==> src/lfr_pkg.sv <==
// package: register map, field positions and timing of the fault bank
package lfr_pkg;
    // register byte offsets on the parallel byte-wide register port
    localparam logic [7:0] ADDR_CMD = 8'h01;
    localparam logic [7:0] ADDR_GENERAL_FAULT_STATUS = 8'h02;
    localparam logic [7:0] ADDR_LEFT_FAULT_STATUS = 8'h03;
    localparam logic [7:0] ADDR_RIGHT_FAULT_STATUS = 8'h04;
    localparam logic [7:0] ADDR_STATUS = 8'h05;
    localparam logic [7:0] ADDR_GENERAL_FAULT_ENABLE = 8'h06;
    // reset value of every writable or sticky byte
    localparam logic [7:0] RESET_BYTE = 8'h00;
    // writable bits of the command and general enable registers
    localparam logic [7:0] CMD_WMASK = 8'hc0;
    localparam logic [7:0] GEN_WMASK = 8'h70;
    // command register bit positions
    localparam int CMD_RIGHT_RESTART = 7;
    localparam int CMD_LEFT_RESTART = 6;
    // general fault and enable bit positions (same in both)
    localparam int GEN_THERMAL_WARNING = 6;
    localparam int GEN_THERMAL_SHUTDOWN = 5;
    localparam int GEN_OVERV = 4;
    // index of each channel fault type in a 5-bit vector
    localparam int CH_SUPPLY = 4;
    localparam int CH_GROUND = 3;
    localparam int CH_OVERCUR = 2;
    localparam int CH_OFFSET = 1;
    localparam int CH_OPEN = 0;
    localparam int CH_W = 5;
    // summary status bit positions
    localparam int ST_FLAG = 7;
    localparam int ST_LFLOAT = 6;
    localparam int ST_RFLOAT = 5;
    localparam int ST_LOFF = 4;
    localparam int ST_ROFF = 3;
    // charge-pump frequency codes
    localparam logic [1:0] PUMP_SEL_333 = 2'b00;
    localparam logic [1:0] PUMP_SEL_190 = 2'b01;
    localparam logic [1:0] PUMP_SEL_426 = 2'b10;
    localparam logic [1:0] PUMP_SEL_260 = 2'b11;
    // system clock rate in Hz and pump frequencies in kHz
    localparam int CLK_HZ = 125_000_000;
    localparam int PUMP_KHZ_333 = 333;
    localparam int PUMP_KHZ_190 = 190;
    localparam int PUMP_KHZ_426 = 426;
    localparam int PUMP_KHZ_260 = 260;
    // half period of the pump clock in system cycles
    localparam int PUMP_CNT_W = 9;
    localparam int HALF_333 = CLK_HZ / (2 * PUMP_KHZ_333 * 1000);
    localparam int HALF_190 = CLK_HZ / (2 * PUMP_KHZ_190 * 1000);
    localparam int HALF_426 = CLK_HZ / (2 * PUMP_KHZ_426 * 1000);
    localparam int HALF_260 = CLK_HZ / (2 * PUMP_KHZ_260 * 1000);

    // places a channel fault vector into its register byte
    function automatic logic [7:0] ch_byte(input logic [CH_W-1:0] f);
        ch_byte = {f[CH_SUPPLY], f[CH_GROUND], f[CH_OVERCUR], 1'b0,
                   f[CH_OFFSET], f[CH_OPEN], 2'b00};
    endfunction
endpackage

==> src/lfr_sync.sv <==
// three-stage input synchroniser with second/third stage agreement
`timescale 1ns/100ps
module lfr_sync #(
    parameter int W = 1
) (
    input wire logic clk,
    input wire logic sys_rst,
    input wire logic [W-1:0] async_in,
    output logic [W-1:0] sync_out
);
    logic [W-1:0] ff1_reg; // first stage, read only by ff2
    logic [W-1:0] ff2_reg; // second stage
    logic [W-1:0] ff3_reg; // third stage
    logic [W-1:0] out_reg; // filtered level

    // shift chain
    always_ff @(posedge clk) begin
        if (sys_rst) begin
            ff1_reg <= '0;
            ff2_reg <= '0;
            ff3_reg <= '0;
        end else begin
            ff1_reg <= async_in;
            ff2_reg <= ff1_reg;
            ff3_reg <= ff2_reg;
        end
    end

    // a bit changes only when stages two and three agree
    always_ff @(posedge clk) begin
        if (sys_rst) begin
            out_reg <= '0;
        end else begin
            out_reg <= (ff2_reg & ff3_reg) | (out_reg & (ff2_reg | ff3_reg));
        end
    end

    assign sync_out = out_reg;
endmodule

==> src/lfr_chan.sv <==
// one audio channel: sticky fault bits, shutdown and restart
`timescale 1ns/100ps
module lfr_chan (
    input wire logic clk,
    input wire logic sys_rst,
    input wire logic [lfr_pkg::CH_W-1:0] det_async,
    input wire logic [lfr_pkg::CH_W-1:0] fault_enable,
    input wire logic diagnostic_mode_on,
    input wire logic restart,
    input wire logic read_clear,
    output logic [lfr_pkg::CH_W-1:0] fault_status,
    output logic amp_on,
    output logic offset_live
);
    logic [lfr_pkg::CH_W-1:0] det_s; // synchronised detector levels
    logic [lfr_pkg::CH_W-1:0] hit; // qualified detections
    logic short_hit; // short to supply or ground
    logic [lfr_pkg::CH_W-1:0] status_reg; // sticky fault bits
    logic amp_off_reg; // amplifier held off
    logic offset_reg; // live offset detection

    lfr_sync #(.W(lfr_pkg::CH_W)) u_sync (
        .clk(clk),
        .sys_rst(sys_rst),
        .async_in(det_async),
        .sync_out(det_s)
    );

    // detection needs diagnostic mode and the type enable
    assign hit = det_s & fault_enable & {lfr_pkg::CH_W{diagnostic_mode_on}};
    assign short_hit = hit[lfr_pkg::CH_SUPPLY] | hit[lfr_pkg::CH_GROUND];

    // sticky bits; a new detection wins over clear on read
    always_ff @(posedge clk) begin
        if (sys_rst) begin
            status_reg <= '0;
        end else if (read_clear) begin
            status_reg <= hit;
        end else begin
            status_reg <= status_reg | hit;
        end
    end

    // a short turns the amplifier off until restart is written
    always_ff @(posedge clk) begin
        if (sys_rst) begin
            amp_off_reg <= 1'b0;
        end else if (short_hit) begin
            amp_off_reg <= 1'b1;
        end else if (restart) begin
            amp_off_reg <= 1'b0;
        end
    end

    // live offset mirror for the summary register
    always_ff @(posedge clk) begin
        if (sys_rst) begin
            offset_reg <= 1'b0;
        end else begin
            offset_reg <= hit[lfr_pkg::CH_OFFSET];
        end
    end

    assign fault_status = status_reg;
    assign amp_on = ~amp_off_reg;
    assign offset_live = offset_reg;

    property p_short_off;
        @(posedge clk) disable iff (sys_rst) short_hit |=> !amp_on;
    endproperty
    a_short_off: assert property (p_short_off)
        else $error("amplifier stayed on after a short");

    property p_restart_on;
        @(posedge clk) disable iff (sys_rst)
            (restart && !short_hit) |=> amp_on;
    endproperty
    a_restart_on: assert property (p_restart_on)
        else $error("restart did not turn the amplifier on");

    property p_clear;
        @(posedge clk) disable iff (sys_rst)
            (read_clear && hit == '0) |=> fault_status == '0;
    endproperty
    a_clear: assert property (p_clear)
        else $error("fault bits not cleared by read");

    property p_set;
        @(posedge clk) disable iff (sys_rst)
            hit != '0 |=> (fault_status & $past(hit)) == $past(hit);
    endproperty
    a_set: assert property (p_set)
        else $error("detected fault not recorded");
endmodule

==> src/lfr_top.sv <==
// diagnostic and command register bank of the line driver
//
// Contract
// - pump code selects 333, 190, 426, 260 kHz
// - right retry bit turns right amplifier on
// - left retry bit turns left amplifier on
// - thermal warning sets general bit six
// - thermal shutdown sets general bit five
// - overvoltage sets general bit four
// - general faults need their enable bit set
// - left faults set their left register bits
// - left faults need their left enable bit
// - any left fault pulls fault pin low
// - right faults set their right register bits
// - right faults need their right enable bit
// - any right fault pulls fault pin low
// - status bit seven mirrors low fault pin
// - status bits six, five show floating outputs
// - status bits four, three mirror offset faults
// - status bits two to zero: device type
// - reading a channel fault register clears it
// - short switches channel off until retry
// - diagnosis needs diagnostic mode and enable
`timescale 1ns/100ps
module lfr_top #(
    // device type code; value is arbitrary
    parameter logic [2:0] DEVICE_TYPE_CODE = 3'h2
) (
    input wire logic clk,
    input wire logic sys_rst,
    input wire logic [7:0] reg_addr,
    input wire logic [7:0] reg_wdata,
    input wire logic reg_wr,
    input wire logic reg_rd,
    output logic [7:0] reg_rdata,
    output logic reg_rvalid,
    input wire logic diagnostic_mode,
    input wire logic [1:0] pump_freq_sel,
    input wire logic [7:0] left_fault_enable,
    input wire logic [7:0] right_fault_enable,
    input wire logic thermal_warning,
    input wire logic thermal_shutdown,
    input wire logic overvoltage,
    input wire logic [4:0] left_fault_det,
    input wire logic [4:0] right_fault_det,
    output logic left_amp_on,
    output logic right_amp_on,
    output logic left_output_floating,
    output logic right_output_floating,
    output logic pump_clk,
    output logic fault_flag_n_out,
    output logic fault_flag_n_oe
);
    // command register, only retry bits kept
    logic [7:0] cmd_reg;
    // general fault enable register
    logic [7:0] gen_enable_reg;
    // general fault status bits, following the gated detectors
    logic [7:0] gen_status_reg;
    // read data and valid
    logic [7:0] rdata_reg;
    logic rvalid_reg;
    // fault pin drive enable
    logic flag_oe_reg;
    // amplifier and floating output copies
    logic left_on_reg;
    logic right_on_reg;
    logic left_float_reg; // left output floating, registered
    logic right_float_reg; // right output floating, registered
    // pump divider
    logic [lfr_pkg::PUMP_CNT_W-1:0] pump_cnt_reg;
    logic [lfr_pkg::PUMP_CNT_W-1:0] pump_half;
    logic pump_reg;
    // synchronised general detector levels
    logic [2:0] gen_det_s;
    // qualified general detections
    logic [7:0] gen_hit;
    // decoded bus strobes
    logic wr_cmd;
    logic wr_general_fault_enable;
    logic rd_left;
    logic rd_right;
    logic left_restart;
    logic right_restart;
    // channel results
    logic [lfr_pkg::CH_W-1:0] left_status;
    logic [lfr_pkg::CH_W-1:0] right_status;
    logic left_on;
    logic right_on;
    logic left_offset;
    logic right_offset;
    logic [7:0] left_byte;
    logic [7:0] right_byte;
    logic [7:0] status_byte;
    logic [7:0] rd_mux;
    logic any_fault;

    // general detectors come from analog comparators
    lfr_sync #(.W(3)) u_gen_sync (
        .clk(clk),
        .sys_rst(sys_rst),
        .async_in({thermal_warning, thermal_shutdown, overvoltage}),
        .sync_out(gen_det_s)
    );

    // write and read strobes by address
    always_comb begin
        wr_cmd = 1'b0;
        wr_general_fault_enable = 1'b0;
        rd_left = 1'b0;
        rd_right = 1'b0;
        if (reg_wr && reg_addr == lfr_pkg::ADDR_CMD) begin
            wr_cmd = 1'b1;
        end else if (reg_wr && reg_addr == lfr_pkg::ADDR_GENERAL_FAULT_ENABLE) begin
            wr_general_fault_enable = 1'b1;
        end
        if (reg_rd && reg_addr == lfr_pkg::ADDR_LEFT_FAULT_STATUS) begin
            rd_left = 1'b1;
        end else if (reg_rd && reg_addr == lfr_pkg::ADDR_RIGHT_FAULT_STATUS) begin
            rd_right = 1'b1;
        end
    end

    // a write of one to a retry bit restarts that amplifier
    assign right_restart = wr_cmd &
        reg_wdata[lfr_pkg::CMD_RIGHT_RESTART];
    assign left_restart = wr_cmd &
        reg_wdata[lfr_pkg::CMD_LEFT_RESTART];

    // left channel
    lfr_chan u_left (
        .clk(clk),
        .sys_rst(sys_rst),
        .det_async(left_fault_det),
        .fault_enable({left_fault_enable[7:5], left_fault_enable[3:2]}),
        .diagnostic_mode_on(diagnostic_mode),
        .restart(left_restart),
        .read_clear(rd_left),
        .fault_status(left_status),
        .amp_on(left_on),
        .offset_live(left_offset)
    );

    // right channel
    lfr_chan u_right (
        .clk(clk),
        .sys_rst(sys_rst),
        .det_async(right_fault_det),
        .fault_enable({right_fault_enable[7:5], right_fault_enable[3:2]}),
        .diagnostic_mode_on(diagnostic_mode),
        .restart(right_restart),
        .read_clear(rd_right),
        .fault_status(right_status),
        .amp_on(right_on),
        .offset_live(right_offset)
    );

    // command register keeps only the retry bits
    always_ff @(posedge clk) begin
        if (sys_rst) begin
            cmd_reg <= lfr_pkg::RESET_BYTE;
        end else if (wr_cmd) begin
            cmd_reg <= reg_wdata & lfr_pkg::CMD_WMASK;
        end
    end

    // general enable register, bits outside the enables drop
    always_ff @(posedge clk) begin
        if (sys_rst) begin
            gen_enable_reg <= lfr_pkg::RESET_BYTE;
        end else if (wr_general_fault_enable) begin
            gen_enable_reg <= reg_wdata & lfr_pkg::GEN_WMASK;
        end
    end

    // general detections gated by mode and enable
    always_comb begin
        gen_hit = lfr_pkg::RESET_BYTE;
        gen_hit[lfr_pkg::GEN_THERMAL_WARNING] = gen_det_s[2];
        gen_hit[lfr_pkg::GEN_THERMAL_SHUTDOWN] = gen_det_s[1];
        gen_hit[lfr_pkg::GEN_OVERV] = gen_det_s[0];
        gen_hit = gen_hit & gen_enable_reg & {8{diagnostic_mode}};
    end

    // general bits follow the detector while it is enabled
    always_ff @(posedge clk) begin
        if (sys_rst) begin
            gen_status_reg <= lfr_pkg::RESET_BYTE;
        end else begin
            gen_status_reg <= gen_hit;
        end
    end

    // register views of the channel vectors
    assign left_byte = lfr_pkg::ch_byte(left_status);
    assign right_byte = lfr_pkg::ch_byte(right_status);
    assign any_fault = (left_status != '0) | (right_status != '0) |
                       (gen_status_reg != lfr_pkg::RESET_BYTE);

    // fault pin pulled low while any fault bit stands
    always_ff @(posedge clk) begin
        if (sys_rst) begin
            flag_oe_reg <= 1'b0;
        end else begin
            flag_oe_reg <= any_fault;
        end
    end

    // summary status byte
    always_comb begin
        status_byte = lfr_pkg::RESET_BYTE;
        status_byte[lfr_pkg::ST_FLAG] = flag_oe_reg;
        status_byte[lfr_pkg::ST_LFLOAT] = ~left_on_reg;
        status_byte[lfr_pkg::ST_RFLOAT] = ~right_on_reg;
        status_byte[lfr_pkg::ST_LOFF] = left_offset;
        status_byte[lfr_pkg::ST_ROFF] = right_offset;
        status_byte[2:0] = DEVICE_TYPE_CODE;
    end

    // read decode; unmapped addresses read zero
    always_comb begin
        if (reg_addr == lfr_pkg::ADDR_CMD) begin
            rd_mux = cmd_reg;
        end else if (reg_addr == lfr_pkg::ADDR_GENERAL_FAULT_STATUS) begin
            rd_mux = gen_status_reg;
        end else if (reg_addr == lfr_pkg::ADDR_LEFT_FAULT_STATUS) begin
            rd_mux = left_byte;
        end else if (reg_addr == lfr_pkg::ADDR_RIGHT_FAULT_STATUS) begin
            rd_mux = right_byte;
        end else if (reg_addr == lfr_pkg::ADDR_STATUS) begin
            rd_mux = status_byte;
        end else if (reg_addr == lfr_pkg::ADDR_GENERAL_FAULT_ENABLE) begin
            rd_mux = gen_enable_reg;
        end else begin
            rd_mux = lfr_pkg::RESET_BYTE;
        end
    end

    // read data captured on the read strobe, valid one cycle later
    always_ff @(posedge clk) begin
        if (sys_rst) begin
            rdata_reg <= lfr_pkg::RESET_BYTE;
            rvalid_reg <= 1'b0;
        end else begin
            rvalid_reg <= reg_rd;
            if (reg_rd) begin
                rdata_reg <= rd_mux;
            end
        end
    end

    // registered amplifier state for the top outputs
    always_ff @(posedge clk) begin
        if (sys_rst) begin
            left_on_reg <= 1'b1;
            right_on_reg <= 1'b1;
            left_float_reg <= 1'b0;
            right_float_reg <= 1'b0;
        end else begin
            left_on_reg <= left_on;
            right_on_reg <= right_on;
            left_float_reg <= ~left_on;
            right_float_reg <= ~right_on;
        end
    end

    // half period for the selected pump frequency
    always_comb begin
        case (pump_freq_sel)
            lfr_pkg::PUMP_SEL_333: begin
                pump_half = lfr_pkg::PUMP_CNT_W'(lfr_pkg::HALF_333);
            end
            lfr_pkg::PUMP_SEL_190: begin
                pump_half = lfr_pkg::PUMP_CNT_W'(lfr_pkg::HALF_190);
            end
            lfr_pkg::PUMP_SEL_426: begin
                pump_half = lfr_pkg::PUMP_CNT_W'(lfr_pkg::HALF_426);
            end
            default: begin
                pump_half = lfr_pkg::PUMP_CNT_W'(lfr_pkg::HALF_260);
            end
        endcase
    end

    // pump clock divider toggles every half period
    always_ff @(posedge clk) begin
        if (sys_rst) begin
            pump_cnt_reg <= '0;
            pump_reg <= 1'b0;
        end else if (pump_cnt_reg + 1'b1 >= pump_half) begin
            pump_cnt_reg <= '0;
            pump_reg <= ~pump_reg;
        end else begin
            pump_cnt_reg <= pump_cnt_reg + 1'b1;
        end
    end

    assign reg_rdata = rdata_reg;
    assign reg_rvalid = rvalid_reg;
    assign left_amp_on = left_on_reg;
    assign right_amp_on = right_on_reg;
    assign left_output_floating = left_float_reg;
    assign right_output_floating = right_float_reg;
    assign pump_clk = pump_reg;
    assign fault_flag_n_out = 1'b0;
    assign fault_flag_n_oe = flag_oe_reg;

    property p_flag_left;
        @(posedge clk) disable iff (sys_rst)
            left_status != '0 |=> fault_flag_n_oe;
    endproperty
    a_flag_left: assert property (p_flag_left)
        else $error("left fault did not pull the fault pin");

    property p_flag_right;
        @(posedge clk) disable iff (sys_rst)
            right_status != '0 |=> fault_flag_n_oe;
    endproperty
    a_flag_right: assert property (p_flag_right)
        else $error("right fault did not pull the fault pin");

    property p_status_flag;
        @(posedge clk) disable iff (sys_rst)
            (reg_rd && reg_addr == lfr_pkg::ADDR_STATUS) |=>
            reg_rdata[lfr_pkg::ST_FLAG] == $past(fault_flag_n_oe);
    endproperty
    a_status_flag: assert property (p_status_flag)
        else $error("status flag bit differs from fault pin");

    property p_type_code;
        @(posedge clk) disable iff (sys_rst)
            (reg_rd && reg_addr == lfr_pkg::ADDR_STATUS) |=>
            reg_rdata[2:0] == DEVICE_TYPE_CODE;
    endproperty
    a_type_code: assert property (p_type_code)
        else $error("device type code wrong");

    property p_unmapped;
        @(posedge clk) disable iff (sys_rst)
            (reg_rd && (reg_addr == 8'h00 || reg_addr > 8'h06)) |=>
            reg_rvalid && reg_rdata == 8'h00;
    endproperty
    a_unmapped: assert property (p_unmapped)
        else $error("unmapped read not zero");

    property p_gen_gate;
        @(posedge clk) disable iff (sys_rst)
            !diagnostic_mode |=> gen_status_reg == 8'h00;
    endproperty
    a_gen_gate: assert property (p_gen_gate)
        else $error("general fault set outside diagnostic mode");

    property p_right_restart;
        @(posedge clk) disable iff (sys_rst)
            (right_restart && right_fault_det == 5'h00 && right_on == 1'b0
             && $stable(right_fault_det)) |=> ##1 right_amp_on;
    endproperty
    a_right_restart: assert property (p_right_restart)
        else $error("right retry write did not restart amplifier");

    property p_pump_hold;
        @(posedge clk) disable iff (sys_rst)
            (pump_cnt_reg + 1'b1 < pump_half) |=> $stable(pump_clk);
    endproperty
    a_pump_hold: assert property (p_pump_hold)
        else $error("pump clock toggled before its half period");
endmodule

==> config.mk <==
export PLATFORM = sky130hd
export DESIGN_NAME = lfr_top
export DESIGN_NICKNAME = d
export VERILOG_FILES = /design/src/lfr_pkg.sv /design/src/lfr_sync.sv /design/src/lfr_chan.sv /design/src/lfr_top.sv
export SDC_FILE = /design/constraint.sdc
export NUM_CORES = 1
export LEC_CHECK = 0
export ABC_AREA = 1
export BUFFER_PORTS_ARGS = -buffer_cell sky130_fd_sc_hd__buf_4
export CORE_AREA = 3 3 99 101
export DETAILED_ROUTE_END_ITERATION = 10
export DIE_AREA = 0 0 102 104
export PLACE_DENSITY = 0.63
export REMOVE_ABC_BUFFERS = 1
export SLEW_MARGIN = 20
export SYNTH_ARGS = -nofsm -noshare
export SYNTH_HDL_FRONTEND = slang
export SYNTH_HIERARCHICAL = 1
export SYNTH_SLANG_ARGS = --single-unit
==> constraint.sdc <==
create_clock -name clk -period 2.41 [get_ports clk]
set_clock_uncertainty 0.2 [all_clocks]
set_input_delay 0.1205 -clock clk [delete_from_list [all_inputs] [get_ports clk]]
set_output_delay 0.1205 -clock clk [all_outputs]
set_load 0.03 [all_outputs]
Word level (Yosys, flattened, before mapping):

Index checks and enable logic that the tools add are counted.

* bits of input ports: 52
* word-level logic and storage cells: 101
* register bits after elaboration: 103
* output and inout bits: 16

* reductions and logical operators: 11
* bitwise logic cells: 31
* order comparisons: 1
* add/sub/neg operators: 1
* muxes and demuxes: 19
* eq/ne operators: 8

Operators by type and width (count)
* 5-bit bitwise AND: 8
* 8-bit 2-to-1 mux: 5
* 5-bit bitwise OR: 6
* 9-bit one-hot mux with 3 select lines: 1
* 8-bit by 3-bit equality test with 1-bit output, second input constant: 3
* 8-bit by 2-bit equality test with 1-bit output, second input constant: 2
* 1-bit 2-to-1 mux: 10
* 5-bit 2-to-1 mux: 2
* 5-bit nonzero test: 2
* 9-bit by 1-bit adder with 9-bit output, second input constant: 1
* 9-bit >= comparator: 1
* 7-bit by 8-bit bitwise AND with 8-bit output: 1
* 8-bit by 1-bit equality test with 1-bit output, second input constant: 1
* 8-bit nonzero test: 1
* 7-bit bitwise AND: 1
* 7-bit 2-to-1 mux: 1
* 3-bit bitwise AND: 2
* 3-bit bitwise OR: 2
* 1-bit inverter: 5
* 1-bit logical AND: 4
* 1-bit bitwise OR: 4
* 2-bit nonzero test: 2
* 1-bit bitwise AND: 2
* 2-bit by 1-bit equality test with 1-bit output, second input constant: 1
* other kinds (3): 3

Depth between registers and ports, before layout:

Gate-level depths: netlist of the first run.

* depth in word-level cells: 7
* gate-level depth with buffers: 15
* mapped depth without buffers: 15

By module:

Netlist of the first run, hierarchy kept.

By module, submodules not included
* lfr_top: area each 1916.8 sq um, times used 1, cells an instance 267, seq. area each 620.6 sq um
* lfr_sync at u_left.u_sync ...: area each 608.1 sq um, times used 2, cells an instance 68, seq. area each 400.4 sq um
* lfr_chan: area each 244.0 sq um, times used 2, cells an instance 31, seq. area each 140.1 sq um
* lfr_sync at u_gen_sync: area each 387.9 sq um, times used 1, cells an instance 41, seq. area each 240.2 sq um

Worst setup path before layout of the first run:

OpenSTA, ideal clock, no wires.

* kind: register -> register
* from: register pump_cnt_reg[0] (netlist bit)
* to: register pump_cnt_reg[0] (netlist bit)
* stages on the path, launching flop included: 14
* period minus slack after synthesis: 2.368 ns
* library setup time: 0.065 ns
* required time: 2.145 ns
* arrival time: 2.103 ns
* setup slack: 0.042 ns
* buffers on the path: 0
* cell sequence: dfxtp_1 ha_1 inv_1 nor3_2 nand3_1 xor2_1 ha_1 a21o_1 nand3_1 nand2_1 nand3b_1 nor2_2 nand2_2 nor2_1

* longest elaborated chain between the ends: 3

Ends and longest elaborated chain
* start: declaration: RTL line lfr_top.sv:71 `logic [lfr_pkg::PUMP_CNT_W-1:0] pump_cnt_reg;`
* start signal: assignment: RTL line lfr_top.sv:294 `pump_cnt_reg <= pump_cnt_reg + 1'b1;`
* 9-bit by 1-bit adder with 9-bit output (*): RTL line lfr_top.sv:290, lfr_top.sv:294
* 9-bit >= comparator: RTL line lfr_top.sv:290 `end else if (pump_cnt_reg + 1'b1 >= pump_half) begin`
* 2-bit OR reduction (no line)

Every way passes the cells marked *; elsewhere a longest branch is shown, timed or not.
A chain may end at the register's enable or synchronous reset.

Worst setup path in the final report of the first run:

* from: register pump_cnt_reg[0] (netlist bit)
* to: register pump_reg, in the netlist pump_clk

* longest elaborated chain between the ends: 2

Ends and longest elaborated chain
* 9-bit by 1-bit adder with 9-bit output: RTL line lfr_top.sv:290
* 9-bit >= comparator: RTL line lfr_top.sv:290
* end signal: assignment: RTL line lfr_top.sv:292 `pump_reg <= ~pump_reg;`
* end: declaration: RTL line lfr_top.sv:73 `logic pump_reg;`

Every way passes these cells.

==> flow_summary.json, run 1 <==
{
  "vdd.ir_drop.worst_uv": 429.4,
  "crit_arrival_ns": 2.66,
  "antenna_cells": 0,
  "vias_per_cell": 4.625,
  "timing.rr.end": "pump_clk",
  "drv_cap": 0,
  "cts.path.max_buffers": 2,
  "reg2reg_from": "pump_cnt_reg[0]",
  "hold_end": "reg_rdata[6]",
  "grt_max_degree": 54,
  "p_switching_uw": 792.3,
  "synth_area_sq_um": 4009,
  "synth_top_area_cell": "dfxtp_1",
  "clk-insertion-delay-late_ns": 0.35,
  "start_kind": "register",
  "critPathKind": "register to register",
  "dr.pass1.iters": 4,
  "finalCriticalPeriod_ns": 2.605,
  "syn_inst": 506,
  "dieArea_sq_um": 10610,
  "avgSynthCellArea_sq_um": 7.923,
  "yosysTopAreaCellShare_pct": 48.44,
  "power_density_nw_per_um2": 562.4,
  "root_buffer": "clkbuf_8",
  "overflow": 0,
  "rsz0062_at_grt": "true",
  "drive_above_1_share_pct": 23.78,
  "leakagePower_nw": 2.407,
  "ff_latch_area_sq_um": 1948,
  "outcome": "finished with violations",
  "finalHoldViolations": 0,
  "routed-wl-met3_um": 345,
  "grt_pass1_vias": 3384,
  "vias": 3450,
  "largest_reg_flops": 9,
  "netlist_top_cells_area": "dfxtp_1 48%, inv_1 8.1%, nor2_1 7.6%",
  "comb_power_share_pct": 9.9,
  "setup_slack_ns": -0.1947,
  "reg2reg_slack_ns": -0.19,
  "grt_pass1_wl_um": 14290,
  "r2r_cells": 15,
  "yosys_warnings": 6,
  "drc": 0,
  "drt-total-wl_um": 8672,
  "wl_per_cell_um": 11.62,
  "die_w_um": 102,
  "power.share.switching_pct": 25.68,
  "ios": 68,
  "grt_usage_pct": 16.53,
  "ys.flop_type": "dfxtp_1",
  "violations": "setup timing",
  "ys_types": 40,
  "drt_iter0_markers": 93,
  "synth-async-reset-ratio_pct": 0,
  "hold_start": "reg_addr[0]",
  "numCtsBuffers": 9,
  "hold_class": "input port to register",
  "core_sq_um": 9109,
  "intPower_mw": 2.293,
  "synth_edf_count": 0,
  "initial_utilization_pct": 44.01,
  "slew_violations": 0,
  "port_buffers": 55,
  "fmax_ghz": 0.3839,
  "min_path_cells": 4,
  "n_fill_cell": 829,
  "hold_slack_ns": 0.04614,
  "clockPowerShare_pct": 36.4,
  "cp_max_fo": 4,
  "area_delta_synth_final_pct": 36.83,
  "ys_ff_latch": 97,
  "dp.cells": 670,
  "antenna_found_initial": 0,
  "final_nets": 696,
  "cts_tree": "done",
  "end_kind": "register",
  "fp-row-count": 35,
  "setup_violations": 10,
  "dr_wl_met2_um": 4157,
  "top_layer": "met4",
  "multi_input_area_sq_um": 1738,
  "ant_nets": 0,
  "seqPwrFrac_pct": 53.8,
  "required_ns": 2.47,
  "hpwl_um": 5796,
  "fin_crit_sh_pct": 108.1,
  "finalNonFillerCells": 746,
  "path_clk_slew_ns": 0.10,
  "wl_met1_um": 4017,
  "h-tree-depth": 3,
  "gp_congestion": 0.8850,
  "numClockSinks": 97,
  "seq_area_frac_synth_pct": 48.44,
  "die_y_um": 104
}
worst max-delay path, cell delays in order, from the launching register on:
cell      delay, ns
dfxtp_4        0.40
nand3_4        0.08
nor2_2         0.11
nand2_1        0.09
nor3b_2        0.21
xor2_1         0.24
inv_1          0.12
ha_4           0.29
nand2_2        0.07
nor2_4         0.12
nand4_1        0.12
nand3b_1       0.15
nor2_4         0.06
buf_4          0.12
nor2_1         0.08
nor2_1         0.05
power by group through the flow:
stage | clock network, mW | registers (mW) | logic, mW
2_1_floorplan | 0 | 1.69 | 0.120
3_3_place_gp | 0 | 1.69 | 0.239
3_5_place_dp | 0 | 1.69 | 0.246
4_1_cts | 1.16 | 1.66 | 0.293
5_1_grt | 1.22 | 1.66 | 0.340
6_report | 1.12 | 1.66 | 0.304
area by class of cell:
cell class / count / share of cell area [%]
Tap cell: 111 / 2.532
Clock buffer: 9 / 2.258
Clock inverter: 7 / 1.711
Multi-Input combinational cell: 299 / 31.68
Timing Repair Buffer: 122 / 19.21
Inverter: 101 / 7.094
Sequential cell: 97 / 35.52
worst max-delay path by stage:
stage                 endpoint  cells after the start  slack, ns       startpoint
5_1_grt               pump_clk                     15      -0.33  pump_cnt_reg[0]
3_5_place_dp   pump_cnt_reg[6]                     13      -0.22  pump_cnt_reg[0]
6_report              pump_clk                     15      -0.19  pump_cnt_reg[0]
3_3_place_gp   pump_cnt_reg[0]                     13      -0.10  pump_cnt_reg[0]
2_1_floorplan  pump_cnt_reg[0]                     13       0.04  pump_cnt_reg[0]
4_1_cts        pump_cnt_reg[6]                     13      -0.14  pump_cnt_reg[0]
kinds of logic after synthesis:
| logic type | share of synthesized area [%] |
|---|---|
| compound gates | 9.239 |
| xor+xnor | 1.311 |
| fa+ha+maj | 4.370 |
| buf+inv | 11.89 |
| flops | 48.44 |
| other cells | 0.09354 |
| simple gates | 24.66 |
what timing repair did:
action | in CTS | in global routing
hold endpoints to repair | 44 | 0
resized for setup | 10 | 21
setup buffers | 7 | 3
pin swaps | 10 | 10
hold buffers | 50 | 0
endpoints found under the setup margin | 10 | 11
cells in the final DEF (no fill, tap or decap), types with 8 or more instances in the layout:
| master | count |
|---|---|
| inv_2 | 11 |
| dfxtp_1 | 94 |
| buf_4 | 71 |
| ha_1 | 10 |
| o21ai_1 | 9 |
| dlygate4sd3_1 | 50 |
| nor2_2 | 11 |
| o21ai_0 | 8 |
| clkbuf_8 | 9 |
| a21oi_1 | 37 |
| nand3_1 | 26 |
| nor2_1 | 74 |
| nand2_1 | 66 |
| inv_1 | 86 |
layer usage:
layer | vias up | GRT usage, %
li1 | 1806 | -
met1 | 1555 | 20.59
met2 | 75 | 28.51
met3 | 14 | 2.616
met4 | 0 | 5.811
met5 | - | 0
per-stage QoR:
step / utilization (%) / TNS (ns) / total power [mW] / setup WS [ns] / cell area, sq um
global route: 60.22 / -2.941 / 3.227 / -0.3312 / 5485
detailed placement: 49.84 / -2.077 / 1.937 / -0.2244 / 4539
finish: 60.22 / -1.437 / 3.085 / -0.1947 / 5485
CTS: 58.74 / -1.080 / 3.110 / -0.1384 / 5350
floorplan: - / 0 / 1.814 / 0.04209 / 3923
global placement: 49.84 / -0.8480 / 1.928 / -0.1030 / 4539
cells in the mapped netlist (3+ instances only):
cell	n
o21ai_0	8
dfxtp_1	97
buf_6	6
a21oi_2	4
o21ai_2	3
nor3_1	4
nor2_1	81
inv_1	87
inv_2	11
nor2_2	7
nor4_1	4
nor2_4	3
nand4_1	3
o21ai_1	9
nand2_2	3
nand3_1	28
ha_1	14
xor2_1	5
nand2_1	67
a21oi_1	37
Note: power is estimated with default switching activity, not from simulation.
==> run 2, diff against run 1 <==
- SKIP_CTS_REPAIR_TIMING: not set -> 1
==> run 2 against run 1 <==
Effect of this change: the run ends with hold timing, setup timing left; register-to-register slack improved by 0.06 ns; final area fell by 2.9%; worst setup slack improved by 0.057 ns; utilization fell by 1.8 points; global-route usage fell by 1.2 points; critical path type unchanged; critical endpoint is now pump_cnt_reg[6]; largest power group unchanged.
==> flow_summary.json, run 2 (synthesis results as in run 1) <==
{
  "outcome": "finished with violations",
  "violations": "hold timing, setup timing",
  "slowest_delay_ns": 0.39,
  "drc": 0,
  "cp_top_family": "simple AND/OR/NAND/NOR gates",
  "cp_max_fo": 8,
  "fp-row-count": 35,
  "power_mw": 3.075,
  "worst-path-buf-inv": 1,
  "finalHoldViolations": 1,
  "dieArea_sq_um": 10610,
  "final_cell_area_sq_um": 5325,
  "critPathKind": "register to register",
  "dpl_cell_area_sq_um": 4539,
  "crit_arrival_ns": 2.64,
  "ios": 68,
  "hold_slack_ns": -0.003642,
  "grt_max_degree": 54,
  "grt_usage_pct": 15.31,
  "numCtsBuffers": 9,
  "antenna_cells": 0,
  "antenna_found_initial": 0,
  "setup_violations": 10,
  "grt_pass1_wl_um": 13150,
  "cts_tree": "done",
  "required_ns": 2.50,
  "drt-total-wl_um": 8339,
  "area_delta_synth_final_pct": 32.83,
  "gp_congestion": 0.8850,
  "ant_nets": 0,
  "leakagePower_nw": 2.341,
  "cts.path.max_buffers": 2,
  "hpwl_um": 5796,
  "crit_slowest_cell": "dfxtp_4",
  "vias": 3392,
  "grt_pass1_vias": 3089,
  "hold_start": "reg_wr",
  "port_buffers": 55,
  "setup_slack_ns": -0.1376,
  "final_cell_mix": "94 x dfxtp_1, 86 x inv_1, 75 x nor2_1",
  "vdd.ir_drop.worst_uv": 429.5,
  "drv_cap": 0,
  "fin_crit_sh_pct": 105.7,
  "start_kind": "register",
  "largest_reg_flops": 9,
  "finalCriticalPeriod_ns": 2.548,
  "final_nets": 685,
  "numClockSinks": 97,
  "root_buffer": "clkbuf_8",
  "end_kind": "register",
  "n_fill_cell": 855,
  "fin_util_pct": 58.46,
  "path_clk_slew_ns": 0.10,
  "core_sq_um": 9109,
  "die_w_um": 102,
  "final_common_cell": "dfxtp_1",
  "initial_utilization_pct": 44.01,
  "crit_chain": "ha_4 -> inv_2 -> nor3_4 -> nand3_1 -> xor2_1 -> ha_1 -> a21o_1 -> nand3_1 -> nand2_1 -> nand3b_1 -> nor2_4 -> nand2_4 -> nor2_4",
  "rsz0062_at_grt": "true",
  "clk-insertion-delay-late_ns": 0.35,
  "reg2reg_from": "pump_cnt_reg[0]",
  "power_density_nw_per_um2": 577.4,
  "hold_class": "input port to register",
  "overflow": 0,
  "h-tree-depth": 3,
  "dr.pass1.iters": 4,
  "drive_above_1_share_pct": 21.79,
  "fmax_ghz": 0.3925,
  "drt_iter0_markers": 93,
  "vias_per_cell": 4.615,
  "crit_start": "pump_cnt_reg[0]",
  "wl_per_cell_um": 11.35,
  "die_y_um": 104,
  "slew_violations": 0
}
==> run 2: worst paths after layout <==
path | endpoint | slack [ns] | depth (start not counted)
max | pump_cnt_reg[6] | -0.14 | 13
min | gen_enable_reg[6] | -0.004 | 3
max reg2reg | pump_cnt_reg[6] | -0.14 | 13
min reg2reg | u_right/u_sync/ff2_reg[2] | 0.20 | 2
==> run 2: where the power goes <==
group / total (mW) / switching (mW) / internal, mW
combinational: 0.296 / 0.156 / 0.141
clock: 1.12 / 0.611 / 0.511
sequential: 1.66 / 0.0184 / 1.64
==> run 2: worst min-delay path, delay by kind of cell <==
kind / cells / cell delay, ns
and+or+nand+nor: 1 / 0.18
buffers and inverters: 1 / 0.11
AOI/OAI and AO/OA: 1 / 0.09
==> run 2: stage by stage <==
stage | setup TNS, ns | std cells | setup slack, ns | hold WS, ns
3_5_place_dp | -2.077 | 670 | -0.2244 | 0.1269
4_1_cts | -2.366 | 686 | -0.2565 | -0.2626
2_1_floorplan | 0 | 497 | 0.04209 | -0.01706
3_3_place_gp | -0.8480 | 670 | -0.1030 | 0.1195
5_1_grt | -2.781 | 735 | -0.3011 | 0.005934
6_report | -1.133 | 735 | -0.1376 | -0.003642
==> run 2: area by class of cell <==
type                    instances  area, sq um  share of cell area, %
repair buffers                111        963.4                  18.09
well taps                     111        138.9                  2.608
flip-flops and latches         97         1948                  36.58
clock buffers                   9        123.9                  2.326
multi-input cells             299         1670                  31.37
inverters                     101        386.6                  7.260
clock inverters                 7        93.84                  1.762
==> run 2: per-layer routing <==
layer / up-vias / routed length [um] / global-route usage, %
met5: - / 0 / 0
met4: 0 / 109 / 5.623
met3: 10 / 300 / 2.750
met2: 66 / 3922 / 25.21
met1: 1532 / 4007 / 19.81
li1: 1784 / - / -
